`src/rtl/usbadc_pkg.sv`:
```
// usbadc_pkg: constants shared by the usb attach/detach control block
// assumes a 10 MHz core clock and a general-purpose pin bank of NUM_PINS
package usbadc_pkg;
   localparam int CLK_HZ = 10000000;
   localparam int NUM_PINS = 16;
   localparam int PIN_SEL_W = 4;
   localparam int FIFO_W = 8;
   localparam int FIFO_DEPTH = 16;
   localparam int POWER_W = 9;
   // default maximum-power request in mA
   localparam logic [POWER_W-1:0] DEFAULT_POWER_MA = 9'h064;
   // descriptor field counts in 2 mA units
   localparam int POWER_UNIT_MA = 2;
   // full-speed bit rate
   localparam int FS_BIT_RATE = 12000000;
   // pull-up source codes
   localparam logic PULLUP_INTERNAL = 1'b0;
   localparam logic PULLUP_EXTERNAL = 1'b1;
   // endpoint personality codes
   localparam logic PERSONA_WIRELESS = 1'b0;
   localparam logic PERSONA_AUDIO = 1'b1;
   // pin select reset values
   localparam logic [PIN_SEL_W-1:0] PULLUP_PIN_RST = 4'h0;
   localparam logic [PIN_SEL_W-1:0] VBUS_PIN_RST = 4'h1;
   localparam logic [PIN_SEL_W-1:0] DETACH_PIN_RST = 4'h2;
   localparam logic [PIN_SEL_W-1:0] WAKE_PIN_RST = 4'h3;
   // attach state machine
   typedef enum logic [3:0] {
      ST_DETACHED = 4'h1,
      ST_ATTACHED = 4'h2,
      ST_SUSPENDED = 4'h4,
      ST_FORCED_OFF = 4'h8
   } usbadc_state_e;
endpackage

```
`src/rtl/usbadc_fifo.sv`:
```
// usbadc_fifo: synchronous fifo with valid/ready on both sides
// assumes one clock; drain side may stall
`timescale 1ns/10ps
module usbadc_fifo #(
   parameter int WIDTH = 8,
   parameter int DEPTH = 16
) (
   // clocking
   input wire logic clk,
   input wire logic reset,
   input wire logic clkEn,
   input wire logic flush,
   // fill side
   input wire logic inValid,
   output logic inReady,
   input wire logic [WIDTH-1:0] inData,
   // drain side
   output logic outValid,
   input wire logic outReady,
   output logic [WIDTH-1:0] outData
);
   localparam int AW = $clog2(DEPTH);
   logic [WIDTH-1:0] mem [DEPTH];
   logic [AW-1:0] wrPtr_r;
   logic [AW-1:0] rdPtr_r;
   logic [AW:0] count_r;
   logic doWr;
   logic doRd;
   initial
   begin
      if (DEPTH < 2 || (1 << AW) != DEPTH)
      begin
         $error("usbadc_fifo: DEPTH must be a power of two, at least 2");
      end
   end
   assign inReady = (count_r != (AW+1)'(DEPTH));
   assign outValid = (count_r != '0);
   assign doWr = inValid && inReady;
   assign doRd = outValid && outReady;
   assign outData = mem[rdPtr_r];
   always_ff @(posedge clk)
   begin
      if (clkEn && doWr)
      begin
         mem[wrPtr_r] <= inData;
      end
   end
   always_ff @(posedge clk or posedge reset)
   begin
      if (reset)
      begin
         wrPtr_r <= '0;
         rdPtr_r <= '0;
         count_r <= '0;
      end
      else if (clkEn)
      begin
         if (flush)
         begin
            wrPtr_r <= '0;
            rdPtr_r <= '0;
            count_r <= '0;
         end
         else
         begin
            if (doWr)
            begin
               wrPtr_r <= wrPtr_r + 1'b1;
            end
            if (doRd)
            begin
               rdPtr_r <= rdPtr_r + 1'b1;
            end
            if (doWr && !doRd)
            begin
               count_r <= count_r + 1'b1;
            end
            else if (doRd && !doWr)
            begin
               count_r <= count_r - 1'b1;
            end
         end
      end
   end
endmodule

```
`src/rtl/usbadc_sync.sv`:
```
// usbadc_sync: two-flop synchroniser for a bank of pin inputs
// assumes inputs are asynchronous to clk
`timescale 1ns/10ps
module usbadc_sync #(
   parameter int WIDTH = 16
) (
   // clocking
   input wire logic clk,
   input wire logic reset,
   input wire logic clkEn,
   // data
   input wire logic [WIDTH-1:0] asyncIn,
   output logic [WIDTH-1:0] syncOut
);
   logic [WIDTH-1:0] stage1_r;
   initial
   begin
      if (WIDTH < 1)
      begin
         $error("usbadc_sync: WIDTH must be positive");
      end
   end
   // first stage feeds only the second stage
   always_ff @(posedge clk or posedge reset)
   begin
      if (reset)
      begin
         stage1_r <= '0;
         syncOut <= '0;
      end
      else if (clkEn)
      begin
         stage1_r <= asyncIn;
         syncOut <= stage1_r;
      end
   end
endmodule

```
`src/rtl/usbadc_top.sv`:
```
// usbadc_top: attach, detach, vbus gating, wake and suspend control
// for a full-speed usb peripheral port.
// assumes a serial interface engine outside handles packets; this block
// owns line enables, pull-up choice, pin mapping and power request.
// Contract
// - device acts only as full-speed peripheral, never bus host
// - two selectable endpoint personalities: wireless transport or audio class
// - internal weak D+ pull-up enabled only when ready to enumerate; in suspend it stays on if readyToEnumerate drops
// - setting picks internal or pin-driven external pull-up; default internal
// - self-powered designs drive D+ pull-up via a dedicated pin
// - no D+ pull while vbus inactive; attach only with vbus powered
// - vbus sense input selectable from any general-purpose pin
// - bus-powered default current request is 100 mA
// - maximum-power value replaceable by configuration key
// - detach input and wake output each mappable to any pin
// - detach high tri-states both data lines and drops pull-up
// - detach low reattaches, re-enables pull-up, awaits enumeration
// - active-high wake output, used only while detach asserted
// - bus-powered suspend stops radio and switches off external loads
// - device and usb 2.0 host run at full speed, 12 Mbit/s
`timescale 1ns/10ps
module usbadc_top
   import usbadc_pkg::*;
#(
   parameter int NUM_PIN = usbadc_pkg::NUM_PINS,
   parameter int SEL_W = usbadc_pkg::PIN_SEL_W,
   parameter int DATA_W = usbadc_pkg::FIFO_W,
   parameter int DEPTH = usbadc_pkg::FIFO_DEPTH
) (
   // clocking
   input wire logic clk,
   input wire logic reset,
   input wire logic clkEn,
   // configuration
   input wire logic selfPowered,
   input wire logic pullupSource,
   input wire logic [SEL_W-1:0] pullupPinSelect,
   input wire logic [SEL_W-1:0] vbusSensePinSelect,
   input wire logic [SEL_W-1:0] detachPinSelect,
   input wire logic [SEL_W-1:0] wakePinSelect,
   input wire logic maxPowerOverride,
   input wire logic [usbadc_pkg::POWER_W-1:0] maxPowerSetting,
   input wire logic personality,
   input wire logic readyToEnumerate,
   // firmware events
   input wire logic wakeRequest,
   input wire logic suspendDetected,
   input wire logic resumeDetected,
   // general-purpose pins
   input wire logic [NUM_PIN-1:0] gpPinIn,
   output logic [NUM_PIN-1:0] gpPinOut,
   output logic [NUM_PIN-1:0] gpPinOeN,
   // usb line control
   output logic internalPullupEn,
   output logic lineDriveOeN,
   output logic fullSpeedMode,
   output logic hostRoleEn,
   // status
   output logic attached,
   output logic [7:0] descMaxPower,
   output logic audioPersonality,
   output logic radioEnable,
   output logic loadEnable,
   // endpoint data stream
   input wire logic epInValid,
   output logic epInReady,
   input wire logic [DATA_W-1:0] epInData,
   output logic epOutValid,
   input wire logic epOutReady,
   output logic [DATA_W-1:0] epOutData
);
   import usbadc_pkg::*;

   usbadc_state_e state_r;
   usbadc_state_e state_nxt;
   logic [NUM_PIN-1:0] pinSync;
   logic vbusLevel;
   logic detachLevel;
   logic wake_r;
   logic [DATA_W-1:0] outData_r;
   logic outHeld_r;
   logic fifoOutValid;
   logic fifoOutReady;
   logic [DATA_W-1:0] fifoOutData;
   logic extPullupOn;
   logic [POWER_W-1:0] powerMa;
   logic [POWER_W-1:0] powerUnits;

   initial
   begin
      if ((1 << SEL_W) < NUM_PIN)
      begin
         $error("usbadc_top: SEL_W too narrow for NUM_PIN");
      end
      if (POWER_UNIT_MA != 2)
      begin
         $error("usbadc_top: power unit must be 2 mA");
      end
   end

   usbadc_sync #(
      .WIDTH(NUM_PIN)
   ) u_sync (
      .clk(clk),
      .reset(reset),
      .clkEn(clkEn),
      .asyncIn(gpPinIn),
      .syncOut(pinSync)
   );

   assign vbusLevel = pinSync[vbusSensePinSelect];
   assign detachLevel = pinSync[detachPinSelect];

   // attach state machine; forced-off wins over every other event
   always_comb
   begin
      state_nxt = state_r;
      unique case (state_r)
         ST_DETACHED:
         begin
            if (detachLevel)
            begin
               state_nxt = ST_FORCED_OFF;
            end
            else if (vbusLevel && readyToEnumerate)
            begin
               state_nxt = ST_ATTACHED;
            end
         end
         ST_ATTACHED:
         begin
            if (detachLevel)
            begin
               state_nxt = ST_FORCED_OFF;
            end
            else if (!vbusLevel || !readyToEnumerate)
            begin
               state_nxt = ST_DETACHED;
            end
            else if (suspendDetected)
            begin
               state_nxt = ST_SUSPENDED;
            end
         end
         ST_SUSPENDED:
         begin
            if (detachLevel)
            begin
               state_nxt = ST_FORCED_OFF;
            end
            else if (!vbusLevel)
            begin
               state_nxt = ST_DETACHED;
            end
            else if (resumeDetected)
            begin
               state_nxt = ST_ATTACHED;
            end
         end
         ST_FORCED_OFF:
         begin
            if (!detachLevel)
            begin
               state_nxt = ST_DETACHED;
            end
         end
         default:
         begin
            state_nxt = ST_DETACHED;
         end
      endcase
   end

   always_ff @(posedge clk or posedge reset)
   begin
      if (reset)
      begin
         state_r <= ST_DETACHED;
      end
      else if (clkEn)
      begin
         state_r <= state_nxt;
      end
   end

   // wake only while detached by pin
   always_ff @(posedge clk or posedge reset)
   begin
      if (reset)
      begin
         wake_r <= 1'b0;
      end
      else if (clkEn)
      begin
         wake_r <= wakeRequest && (state_nxt == ST_FORCED_OFF);
      end
   end

   // pull-up and line control from state
   always_ff @(posedge clk or posedge reset)
   begin
      if (reset)
      begin
         internalPullupEn <= 1'b0;
         extPullupOn <= 1'b0;
         lineDriveOeN <= 1'b1;
         attached <= 1'b0;
      end
      else if (clkEn)
      begin
         attached <= (state_nxt == ST_ATTACHED) || (state_nxt == ST_SUSPENDED);
         lineDriveOeN <= (state_nxt != ST_ATTACHED);
         internalPullupEn <= ((state_nxt == ST_ATTACHED) || (state_nxt == ST_SUSPENDED))
            && !selfPowered && (pullupSource == PULLUP_INTERNAL);
         extPullupOn <= ((state_nxt == ST_ATTACHED) || (state_nxt == ST_SUSPENDED))
            && (selfPowered || (pullupSource == PULLUP_EXTERNAL));
      end
   end

   // per-pin drive; unselected pins stay released
   genvar gi;
   generate
      for (gi = 0; gi < NUM_PIN; gi++)
      begin : g_pin
         assign gpPinOut[gi] = (SEL_W'(gi) == wakePinSelect) ? wake_r : 1'b1;
         assign gpPinOeN[gi] = !(((SEL_W'(gi) == wakePinSelect) && (state_r == ST_FORCED_OFF))
            || ((SEL_W'(gi) == pullupPinSelect) && extPullupOn));
      end
   endgenerate

   assign powerMa = maxPowerOverride ? maxPowerSetting : DEFAULT_POWER_MA;
   assign powerUnits = powerMa >> 1;

   // suspend drops radio and loads when bus-powered
   always_ff @(posedge clk or posedge reset)
   begin
      if (reset)
      begin
         descMaxPower <= DEFAULT_POWER_MA[8:1];
         audioPersonality <= 1'b0;
         radioEnable <= 1'b0;
         loadEnable <= 1'b0;
      end
      else if (clkEn)
      begin
         descMaxPower <= powerUnits[7:0];
         audioPersonality <= (personality == PERSONA_AUDIO);
         radioEnable <= selfPowered || (state_nxt != ST_SUSPENDED);
         loadEnable <= selfPowered || (state_nxt != ST_SUSPENDED);
      end
   end

   assign hostRoleEn = 1'b0;
   assign fullSpeedMode = 1'b1;

   // endpoint buffer; cleared outside ST_ATTACHED, but a word already held in the output register can still come out
   usbadc_fifo #(
      .WIDTH(DATA_W),
      .DEPTH(DEPTH)
   ) u_fifo (
      .clk(clk),
      .reset(reset),
      .clkEn(clkEn),
      .flush(state_r != ST_ATTACHED),
      .inValid(epInValid && (state_r == ST_ATTACHED)),
      .inReady(epInReady),
      .inData(epInData),
      .outValid(fifoOutValid),
      .outReady(fifoOutReady),
      .outData(fifoOutData)
   );

   // output register stage keeps data from flops
   assign fifoOutReady = !outHeld_r || epOutReady;
   assign epOutValid = outHeld_r;
   assign epOutData = outData_r;
   always_ff @(posedge clk or posedge reset)
   begin
      if (reset)
      begin
         outHeld_r <= 1'b0;
         outData_r <= '0;
      end
      else if (clkEn)
      begin
         if (fifoOutReady)
         begin
            outHeld_r <= fifoOutValid;
            outData_r <= fifoOutData;
         end
      end
   end
endmodule
```
`config.mk`:
```
export PLATFORM = sky130hd
export DESIGN_NAME = usbadc_top
export DESIGN_NICKNAME = d
export VERILOG_FILES = /design/src/rtl/usbadc_pkg.sv /design/src/rtl/usbadc_fifo.sv /design/src/rtl/usbadc_sync.sv /design/src/rtl/usbadc_top.sv
export SDC_FILE = /design/constraint.sdc
export NUM_CORES = 1
export LEC_CHECK = 0
export BUFFER_PORTS_ARGS = -buffer_cell sky130_fd_sc_hd__buf_2
export CORE_MARGIN = 2
export CORE_UTILIZATION = 64
export CTS_BUF_LIST = sky130_fd_sc_hd__clkbuf_8
export CTS_CLUSTER_DIAMETER = 100
export DETAILED_ROUTE_END_ITERATION = 8
export PLACE_DENSITY_LB_ADDON = 0.25
export SYNTH_ARGS = -nofsm -noshare
export SYNTH_HDL_FRONTEND = slang
export SYNTH_SLANG_ARGS = --single-unit
```
`constraint.sdc`:
```
create_clock -name clk -period 7.45 [get_ports clk]
set_clock_uncertainty 0.1 [all_clocks]
set_input_delay 1.49 -clock clk [delete_from_list [all_inputs] [get_ports clk]]
set_output_delay 1.49 -clock clk [all_outputs]
set_load 0.01 [all_outputs]
```
Word level (Yosys, flattened, before mapping) --
Memory sizes are Yosys's and may differ from the RTL's. A register that Yosys moved wholly into a read port is not among the register bits. Cells that the tools add are included.
Operators by class: $lt $le $gt $ge 2, div/mod/pow operators 0, multiply operators 0, bitwise gates (word level) 1, add/subtract/negate cells 4, shift-type cells 0, reductions and logical operators 96, multiplexer cells 40, equal/unequal tests 41
Operator list (number):
- equality test 4 bit (first input constant) | 16
- two-way mux 4 bit | 13
- logical AND 1 bit | 43
- equality test 3 x 4 -> 1 bit (first input constant) | 8
- zero test 1 bit | 22
- logical OR 1 bit | 21
- two-way mux 1 bit | 20
- equality test 2 x 4 -> 1 bit (first input constant) | 4
- case mux 4 bit (4 select lines) | 1
- two-way mux 5 bit | 3
- less-than comparator 4 x 5 -> 1 bit (second input constant) | 2
- two-way mux 9 bit | 1
- adder 4 x 1 -> 4 bit (second input constant) | 2
- binary-select mux 1 bit (select 4 bit) | 2
- equality test 1 x 4 -> 1 bit (first input constant) | 2
- equality test 4 x 2 -> 1 bit (second input constant) | 2
- equality test 4 x 3 -> 1 bit (second input constant) | 2
- equality test 4 bit (second input constant) | 2
- zero test 4 bit | 2
- != test 4 x 2 -> 1 bit (second input constant) | 2
- AND reduction 2 bit | 4
- adder 5 x 1 -> 5 bit (second input constant) | 1
- != test 5 bit (second input constant) | 1
- nonzero test 5 bit | 1
- other kinds (6) | 7
Storage, ports and cells: bits in writable memories 128, output and inout port bits 58, word-level logic and storage cells 200, bits in read-only memories 0, bits in registers 65, bits in latches 0, memories 1
Memory list:
- u_fifo.mem | words 16, bits a word 8, read ports 1, clocked after Yosys merged registers in 1, write ports 1, line usbadc_fifo.sv:23 | logic [WIDTH-1:0] mem [DEPTH];

Logic depth before layout (Yosys ltp) --
Gate-level depths: netlist of run 1.
depth in word-level cells 11, gate-level depth with buffers 11, depth with buffers taken out 11

By module --
Synthesis of run 1 repeated with hierarchy kept, for this count alone.
Unflattened totals: cell total of the unflattened synthesis 558, area total of the unflattened synthesis 9116.2 um^2
Modules (own cells, without submodules):
- usbadc_fifo | cells each 289, sequential area each 4169.0 um^2, instances 1, area each 5780.5 um^2
- usbadc_top | cells each 200, sequential area each 706.9 um^2, instances 1, area each 1986.9 um^2
- usbadc_sync | cells each 69, sequential area each 800.8 um^2, instances 1, area each 1348.8 um^2

Worst setup path after synthesis of run 1 --
OpenSTA, ideal clock, no wires.
path type input-to-reg, start point input port epInValid, end point register u_fifo.count_r[4], stages 10, data arrival time 3577 ps, path buffers 0, path slack 3686 ps, library setup time 87 ps, path through a21boi_1 and2_1 ha_1 inv_1 fa_1 a21o_1 a21oi_1 xnor2_1 or4_1 o211ai_1
On the way: cells in the longest elaborated chain, start to end 6, elaborated cells between the ends (all ways) 9, classes of those cells mux (2); reduce/logical (7)
RTL lines:
- start: declaration | line usbadc_top.sv:65 | input wire logic epInValid,
- logical AND 1 bit * | line usbadc_top.sv:265 | .inValid(epInValid && (state_r == ST_ATTACHED)),
- logical AND 1 bit * | line usbadc_fifo.sv:38 | assign doWr = inValid && inReady;
- zero test 1 bit | line usbadc_fifo.sv:78 | else if (doRd && !doWr)
- logical AND 1 bit | line usbadc_fifo.sv:78
- nonzero test 3 bit (no line)
- AND reduction 2 bit (no line)
- end signal: assignment | line usbadc_fifo.sv:76 | count_r <= count_r + 1'b1;
- end signal: assignment | line usbadc_fifo.sv:80 | count_r <= count_r - 1'b1;
- end: declaration | line usbadc_fifo.sv:26 | logic [AW:0] count_r;
Mark *: on every way between the ends. The rest lies on a longest branch, timed or not. A chain may end at the register's enable or synchronous reset.

Worst setup path in the final report of run 1 --
start point input port wakePinSelect[0], end point output port gpPinOeN[9]
On the way: cells in the longest elaborated chain, start to end 4
RTL lines:
- start: declaration | line usbadc_top.sv:40 | input wire logic [SEL_W-1:0] wakePinSelect,
- equality test 4 bit | line usbadc_top.sv:226 | assign gpPinOeN[gi] = !(((SEL_W'(gi) == wakePinSelect) && (state_r == ST_FORCED_OFF))
- logical AND 1 bit | line usbadc_top.sv:226
- logical OR 1 bit | line usbadc_top.sv:227 | || ((SEL_W'(gi) == pullupPinSelect) && extPullupOn));
- zero test 1 bit | line usbadc_top.sv:226
- end: declaration | line usbadc_top.sv:52 | output logic [NUM_PIN-1:0] gpPinOeN,
No other way between the ends.

==> results of run 1 <==
[state kept, by name, indices dropped and copies added, names as in the netlist]
name	cells
attached	1
audioPersonality	1
descMaxPower	8
epOutData	8
epOutValid	1
extPullupOn	1
internalPullupEn	1
lineDriveOeN	1
loadEnable	1
state_r	4
u_fifo.count_r	5
u_fifo.mem	128
u_fifo.rdPtr_r	4
u_fifo.wrPtr_r	4
u_sync.stage1_r	16
u_sync.syncOut	16
wake_r	1
[where the power goes]
part	internal, W	total [W]	switching, W
registers	0.00123	0.00126	0.0000329
clock network	0.000408	0.000801	0.000392
logic	0.0000929	0.000195	0.000102
total	0.00173	0.00226	0.000528
[worst register-to-register path, delay by kind of cell, from the launching register on]
kind	cells	cell delay [ps]
compound gates	4	790
simple gates	3	1200
fa+ha+maj	2	490
flops	1	440
buf+inv	1	140
xor+xnor	1	100
[cell families (layout without fill, tap and decap cells)]
family	count (synthesis)	count (layout)	share of synthesized area [%]
compound gates	67	67	5.77
xor+xnor	4	4	0.395
fa+ha+maj	10	10	1.49
buf+inv	43	193	2.43
flops	201	201	64.0
mux	95	95	19.6
other cells	2	2	0.0846
simple gates	101	101	6.29
[metrics by stage]
stage          area, um2  hold WS [ps]  std cells  utilization, %  power [W]
2_1_floorplan       8870           375        523               -    0.00141
3_3_place_gp        9580           369        800            69.9    0.00147
3_5_place_dp        9580           392        800            69.9    0.00148
4_1_cts            10100           406        853            73.7    0.00228
5_1_grt            10100           419        853            73.7    0.00235
6_report           10100           401        853            73.7    0.00226
[Yosys cell counts (5+ instances only)]
library cell / instances / area share [%]
edfxtp_1: 128 / 43
dfrtp_1: 68 / 19
mux2_2: 44 / 5.6
nand2_1: 29 / 1.2
mux4_1: 28 / 8.3
mux4_2: 21 / 5.3
clkbuf_1: 16 / 0.68
inv_1: 15 / 0.63
nor2_1: 15 / 0.63
a22o_1: 12 / 1.2
o21ai_0: 12 / 0.68
and2_1: 11 / 0.78
a22oi_1: 9 / 0.76
ha_1: 9 / 1.3
nor3_1: 7 / 0.39
nor2b_1: 6 / 0.42
nor3b_1: 6 / 0.51
o22a_1: 6 / 0.59
a21oi_1: 5 / 0.28
dfstp_2: 5 / 1.5
nand3_1: 5 / 0.28
nor4_1: 5 / 0.35
[metal layers]
layer	track usage (%)	up-vias	wire, um
met5	0	-	0
met4	6.47	0	236
met3	3.37	25	1010
met2	38.1	201	8460
met1	32.7	2634	7080
li1	-	2354	-
[path summary, 6_finish.rpt]
kind	from	slack (ps)	to
worst max-delay path	wakePinSelect[0]	3410	gpPinOeN[9]
worst min-delay path	u_sync.stage1_r[6]	400	u_sync.syncOut[6]
worst max register to register	u_fifo.count_r[0]	4130	u_fifo.count_r[4]
worst min register to register	u_sync.stage1_r[6]	400	u_sync.syncOut[6]
max in group asynchronous	reset	5540	epOutData[7]
min in group asynchronous	reset	1130	state_r[3]
[area by class of cell]
type                       count  area, um2
timing repair buffer         124        641
sequential                   201       5680
inverter                      16       60.1
clock buffer                  30        413
tap                          180        225
fill                         869       3600
multi-input combinational    279       2980
clock inverter                23        120
==> results.toml, run 1 <==
[worst_setup_path]
cp-start-kind = "input pin"
path_cells = "buf_2 -> nor2b_1 -> a22oi_1 -> buf_2"
setup.worst_path.end_class = "primary output"
required_ps = 5860
rr_worst_depth = 11
cp_slowest_cell = "nor2b_1"
path_buf_inv = 2
cp.depth = 4
crit_path_frequent_cell = "buf_2"
crit_path_max_fanout = 8
critical_path_class = "in -> out"
worstPathArrival_ps = 2450
critPathMaxStageDelay_ps = 470
cp_top_family = "simple AND/OR/NAND/NOR gates"

[sta]
tns_ps = 0
clock.fmax_mhz = 247
setup_viol = 0
finalCritPeriodShare_pct = 54.3
finalHoldViolCount = 0
worstMarginPinSlew_ps = 915
slew_headroom_pct = 39.0
slew_viol_final = 0
finalCriticalPeriod_ps = 4040
fin_ws_ps = 3410
grt_setup_unrepaired = "false"

[route]
dr.pass1.iters = 5
detail-route-antenna-nets = 0
dr_total_vias = 5214
drc = 0
via_per_inst = 6.11
drt_iter0_drc = 309
drt_wl_total_mm = 16.8
post_drt_wl_per_cell_um = 19.7

[job]
cap_violations = 0

[finish]
fin_nets = 724
final_cell_mix = "128 x edfxtp_1, 116 x buf_2, 68 x dfrtp_1"
mostFrequentLayoutCell = "edfxtp_1"
drive_gt1_share_pct = 35.7
antenna_cells = 0
areaGrowthSynthToFinish_pct = 14.0

[synthesis]
synth_warnings = 0
netlist_area_um2 = 8870
synth_nets = 595
postSynthAreaPerCell_um2 = 17.0
yosys_register_bits = 201
synth_flop_cell = "edfxtp_1"
synth_edf_count = 128
synth_cell_types = 60
synth_cells = 523
ys_seq_area_share_pct = 64.0
async_flop_share_pct = 36.3

[cts]
h-tree-depth = 1
clkLatencyLatePin_ps = 550
cts-buffers-inserted = 30
path_clk_slew_ps = 60
clock-sinks = 201
cts_resized = 0
cts_tree = "built"
post_cts_buffers = 0
cts_root_buffer = "clkbuf_8"
cts.path.max_buffers = 3
holdBufCountCts = 0

[floorplan]
core_area_um2 = 13700
fp.dieW_um = 122
die_height_um = 122
pin_count = 120
initial_core_util_pct = 64.7
num_rows = 43
die_area_um2 = 14800

[grt]
grt_pass1_wl_mm = 26.4
antenna_found_initial = 0
first_global_vias = 5117
grt_max_degree = 74
overflow = 0
grtUsageTotal_pct = 23.0

[placed_design]
dp_hpwl_mm = 11.7
place_ws_ps = 3290
gp_congestion = 0.780
io_buffers = 116

[pwr]
powerDensity_nw_per_um2 = 223
max-vdd-ir-drop_uv = 142
power_leakage_nw = 3.74

[hold_path]
hold_depth = 1
hold_path.class = "reg -> reg"

[run_status]
outcome = "finished clean"
No activity file was read; power rests on OpenSTA's default activity.
==> run 2, diff against run 1 <==
- CORE_UTILIZATION: 64 -> 54
- clock period: 7.45 -> 3.4 ns (I/O delays scaled with it)
==> results.toml, run 2 (synthesized netlist as in run 1, its figures left out) <==
[run_status]
outcome = "finished clean"

[finish]
drive_gt1_share_pct = 36.9
antenna_cells = 0
reg_top3 = "u_fifo.mem x128, u_sync.stage1_r x16, u_sync.syncOut x16"
final_cell_mix = "128 x edfxtp_1, 116 x buf_2, 68 x dfrtp_1"
areaGrowthSynthToFinish_pct = 16.3
final-seq-area_um2 = 5680
fin_nets = 731
regMostFlops = "u_fifo.mem"
mostFrequentLayoutCell = "edfxtp_1"
fin_area_um2 = 10300
largest_reg_flops = 128
fillers = 1160
multiInputGateArea_um2 = 2980

[floorplan]
num_rows = 46
initial_core_util_pct = 55.5
fp.dieW_um = 132
die_area_um2 = 17500
pin_count = 120
die_height_um = 132
core_area_um2 = 16000

[sta]
finalCriticalPeriod_ps = 3170
setup_viol = 0
finalCritPeriodShare_pct = 93.4
grt_setup_unrepaired = "false"
fin_ws_ps = 225
clock.fmax_mhz = 315
tns_ps = 0
slew_viol_final = 0
worstMarginPinSlew_ps = 839
slew_headroom_pct = 43.9
finalHoldViolCount = 0

[grt]
grtUsageTotal_pct = 20.4
grt_max_degree = 51
antenna_found_initial = 0
first_global_vias = 5316
overflow = 0
grt_pass1_wl_mm = 28.3

[pwr]
powerDensity_nw_per_um2 = 509
internal-power_w = 0.00401
power_w = 0.00525
seqPwrFrac_pct = 52.7
p_comb_share_pct = 8.3
switchingPower_w = 0.00124
swShare_pct = 23.6
power_leakage_nw = 3.84
max-vdd-ir-drop_uv = 297
clkPwrFrac_pct = 38.9

[placed_design]
dp_hpwl_mm = 12.0
io_buffers = 116
place_ws_ps = 322
place_area_um2 = 9660
gp_congestion = 0.952

[cts]
cts_root_buffer = "clkbuf_8"
cts_resized = 0
path_clk_slew_ps = 60
h-tree-depth = 2
cts-buffers-inserted = 34
cts_tree = "built"
post_cts_buffers = 0
holdBufCountCts = 0
clkLatencyLatePin_ps = 520
cts.path.max_buffers = 3
clock-sinks = 201

[route]
post_drt_wl_per_cell_um = 19.4
dr_total_vias = 5146
via_per_inst = 5.71
dr.pass1.iters = 5
drt_iter0_drc = 361
drc = 0
detail-route-antenna-nets = 0
drt_wl_total_mm = 17.5

[worst_setup_path]
setup.worst_path.end_class = "primary output"
crit_path_max_fanout = 9
critical_path_class = "reg -> out"
path_cells = "nor2_1 -> and3_1 -> nor3b_1 -> a22oi_1 -> buf_2"
cp-start-kind = "register"
worstPathArrival_ps = 2390
cp_slowest_cell = "nor3b_1"
required_ps = 2620
critPathMaxStageDelay_ps = 480

[hold_path]
hold_path.class = "in -> async"

[job]
cap_violations = 0
[run 2: cell count changes in the layout (fill, tap and decap cells not counted)]
cell,previous run,this run
buf_12,0,1
buf_4,8,10
clkbuf_8,30,38
clkinv_1,13,9
clkinv_2,2,3
inv_1,20,23
inv_6,1,2
[run 2: final timing paths]
check,start,end,slack [ps],cells after the start
worst max-delay path,state_r[1],gpPinOeN[2],230,5
min in group clk,maxPowerSetting[2],descMaxPower[1],280,2
worst min register to register,internalPullupEn,internalPullupEn,390,1
max in group asynchronous,reset,state_r[0],2300,3
worst max register to register,u_fifo.count_r[0],u_fifo.count_r[4],290,11
worst min-delay path,reset,u_sync.syncOut[2],190,2
[run 2: cell type report]
| cell class | count | area share (%) |
|---|---|---|
| clock buffer | 38 | 5.07 |
| inverter | 16 | 0.582 |
| tap | 216 | 2.62 |
| multi-input combinational | 279 | 28.9 |
| clock inverter | 24 | 1.26 |
| timing repair buffer | 127 | 6.55 |
| sequential | 201 | 55.0 |
[run 2: critical path, delay by kind of cell (launching register included)]
kind / cells / cell delay [ps]
DFF: 1 / 470
AOI/OAI and AO/OA: 1 / 150
buffers and inverters: 1 / 180
and+or+nand+nor: 3 / 1070
[run 2: power groups by stage]
stage                     combinational (W)  sequential (W)  clock, W
after floorplan                    0.000279         0.00280         0
after global placement             0.000414         0.00281         0
after detailed placement           0.000437         0.00282         0
after CTS                          0.000439         0.00277   0.00209
after global routing               0.000483         0.00278   0.00221
final                              0.000439         0.00277   0.00205
[run 2: routing by layer]
metal,global-route usage [%],share of wire [%],vias to the layer above
li1,-,-,2362
met1,28.2,43,2571
met2,32.9,49,189
met3,4.69,6.4,24
met4,6.15,1.5,0
met5,0,0,-
[run 2: stage by stage]
step                hold slack (ps)  instances  util [%]
floorplan                       375        523         -
global placement                370        839      60.4
detailed placement              382        839      60.4
CTS                             201        901      64.5
global route                    250        901      64.5
finish                          194        901      64.5
==> run 3, diff against run 2 <==
- ABC_AREA: unset -> 1
- CORE_MARGIN: 2 -> 8
==> results.toml, run 3 <==
[cts]
cts_root_buffer = "clkbuf_8"
clkLatencyLatePin_ps = 520
cts-buffers-inserted = 34
holdBufCountCts = 0
post_cts_buffers = 0
cts.path.max_buffers = 3
clock-sinks = 201
cts_tree = "built"
path_clk_slew_ps = 60
cts_resized = 0
h-tree-depth = 2

[synthesis]
synth_fa_ha_area_share_pct = 1.48
postSynthAreaPerCell_um2 = 10.1
synth_cell_types = 41
synth_warnings = 0
synthXorXnorAreaFrac_pct = 0.392
synthMuxAreaShare_pct = 0
synth_cells = 888
yosys.area_share.simple_pct = 16.6
netlist_area_um2 = 8930
yosysMostFrequentCell = "nand2_1"
async_flop_share_pct = 36.3
ys_seq_area_share_pct = 63.5
yosys_register_bits = 201
synth_nets = 960
synth_top_area_share_pct = 43.0
yosys-top-cells-count = "174 x nand2_1, 128 x edfxtp_1, 119 x nor2_1"
synth_top_family_by_area = "simple AND/OR/NAND/NOR gates"
synth_edf_count = 128
yosysTopAreaCell = "edfxtp_1"
synth_compound_area_share_pct = 13.0
synth_flop_cell = "edfxtp_1"
synthTopCellsByArea = "edfxtp_1 43%, dfrtp_1 19%, nand2_1 7.3%"

[sta]
finalHoldViolCount = 0
slew_viol_final = 0
clock.fmax_mhz = 359
setup_viol = 0
grt_setup_unrepaired = "false"
worstMarginPinSlew_ps = 941
finalCritPeriodShare_pct = 82.0
finalCriticalPeriod_ps = 2790
slew_headroom_pct = 37.0
tns_ps = 0

[finish]
drive_gt1_share_pct = 18.9
final_cell_mix = "174 x nand2_1, 128 x edfxtp_1, 119 x nor2_1"
mostFrequentLayoutCell = "nand2_1"
reg_top3 = "u_fifo.mem x128, u_sync.stage1_r x16, u_sync.syncOut x16"
fin_area_um2 = 10400
fillers = 1351
regMostFlops = "u_fifo.mem"
largest_reg_flops = 128
antenna_cells = 0
fin_nets = 1086
areaGrowthSynthToFinish_pct = 15.9

[route]
via_per_inst = 5.52
drc = 0
drt_wl_total_mm = 21.6
post_drt_wl_per_cell_um = 17.2
drt_iter0_drc = 652
dr.pass1.iters = 5
dr_total_vias = 6957
detail-route-antenna-nets = 0

[floorplan]
pin_count = 120
die_height_um = 145
die_area_um2 = 20900
num_rows = 47
initial_core_util_pct = 54.5
fp.dieW_um = 145
core_area_um2 = 16400

[pwr]
internal-power_w = 0.00383
p_comb_share_pct = 10.0
power_leakage_nw = 4.34
seqPwrFrac_pct = 52.6
switchingPower_w = 0.00135
powerDensity_nw_per_um2 = 501
power_w = 0.00519
swShare_pct = 26.1
max-vdd-ir-drop_uv = 304
clkPwrFrac_pct = 37.4

[grt]
first_global_vias = 6524
overflow = 0
grtUsageMet1_pct = 29.2
grt_max_degree = 66
met3_usage_pct = 4.72
grt_pass1_wl_mm = 34.0
grtUsageTotal_pct = 20.9
antenna_found_initial = 0
met2_usage_pct = 31.9
top_usage_layer = "met2"

[placed_design]
gp_congestion = 0.899
io_buffers = 116
dp_hpwl_mm = 14.5
place_area_um2 = 9740

[worst_setup_path]
cp-start-kind = "register"
crit_path_max_fanout = 18
setup.worst_path.end_class = "primary output"
rr_worst_depth = 7
required_ps = 2620
reg2reg_to = "u_fifo.mem[2][4]"
r2r_setup_slack_ps = 860
critical_path_class = "reg -> out"
worstPathArrival_ps = 2010
r2r-start = "state_r[2]"

[run_status]
outcome = "finished clean"

[job]
cap_violations = 0

[hold_path]
hold_path.class = "in -> async"
-- run 3: changes by cell type after synthesis, sizes merged, moves of 38 or more --
cell	change
nand2	+147
o21ai	+107
nor2	+105
mux4	-49
inv	+47
mux2	-44
nand3	+44
o22ai	+38
-- run 3: power by group through the flow --
stage          Combinational [W]  Sequential [W]  Clock, W
2_1_floorplan           0.000334         0.00278         0
3_3_place_gp            0.000504         0.00277         0
3_5_place_dp            0.000517         0.00278         0
4_1_cts                 0.000519         0.00273   0.00198
5_1_grt                 0.000587         0.00273   0.00209
6_report                0.000517         0.00273   0.00194
-- run 3: final cells by class --
cell class / count / area (um2) / share of cell area [%]
sequential: 201 / 5680 / 54.8
inverter: 64 / 241 / 2.33
tap: 220 / 275 / 2.66
multi-input combinational: 579 / 2810 / 27.2
timing repair buffer: 134 / 728 / 7.03
clock buffer: 35 / 482 / 4.65
clock inverter: 27 / 134 / 1.29
-- run 3: cell families (layout without fill, tap and decap cells) --
kind of cell	after synthesis	after routing
AOI/OAI and AO/OA	201	201
other	2	2
and+or+nand+nor	362	362
xor gates and xnor gates	4	4
buffers and inverters	108	260
DFF	201	201
adders and majority gates	10	10
-- run 3: per-layer routing --
layer	share of wire [%]	routed length (um)
met1	43	9330
met2	46	9910
met3	9.2	1990
met4	1.9	411
met5	0	0
-- run 3: metrics by stage --
stage | worst slack (ps) | instances | hold WS (ps) | utilization (%)
after floorplan | 775 | 888 | 342 | -
after global placement | 932 | 1198 | 349 | 59.3
after detailed placement | 863 | 1198 | 353 | 59.3
after CTS | 609 | 1260 | 82.7 | 63.1
after global routing | 481 | 1260 | 100 | 63.1
final | 613 | 1260 | 76.7 | 63.1
-- run 3: how the worst max path moves through the flow --
stage                 startpoint           endpoint  slack (ps)
6_report              state_r[0]        gpPinOeN[0]         610
5_1_grt               state_r[0]       gpPinOeN[13]         480
3_3_place_gp   u_fifo.count_r[0]  u_fifo.count_r[4]         930
4_1_cts               state_r[0]        gpPinOeN[0]         610
3_5_place_dp           epInValid   u_fifo.mem[2][3]         860
2_1_floorplan              reset           attached         780
-- run 3: critical path, stage by stage, from the launching register on --
cell     delay [ps]
dfstp_2         390
nor2_1          120
inv_2            60
nor3_4          490
a32oi_1         220
buf_2           200
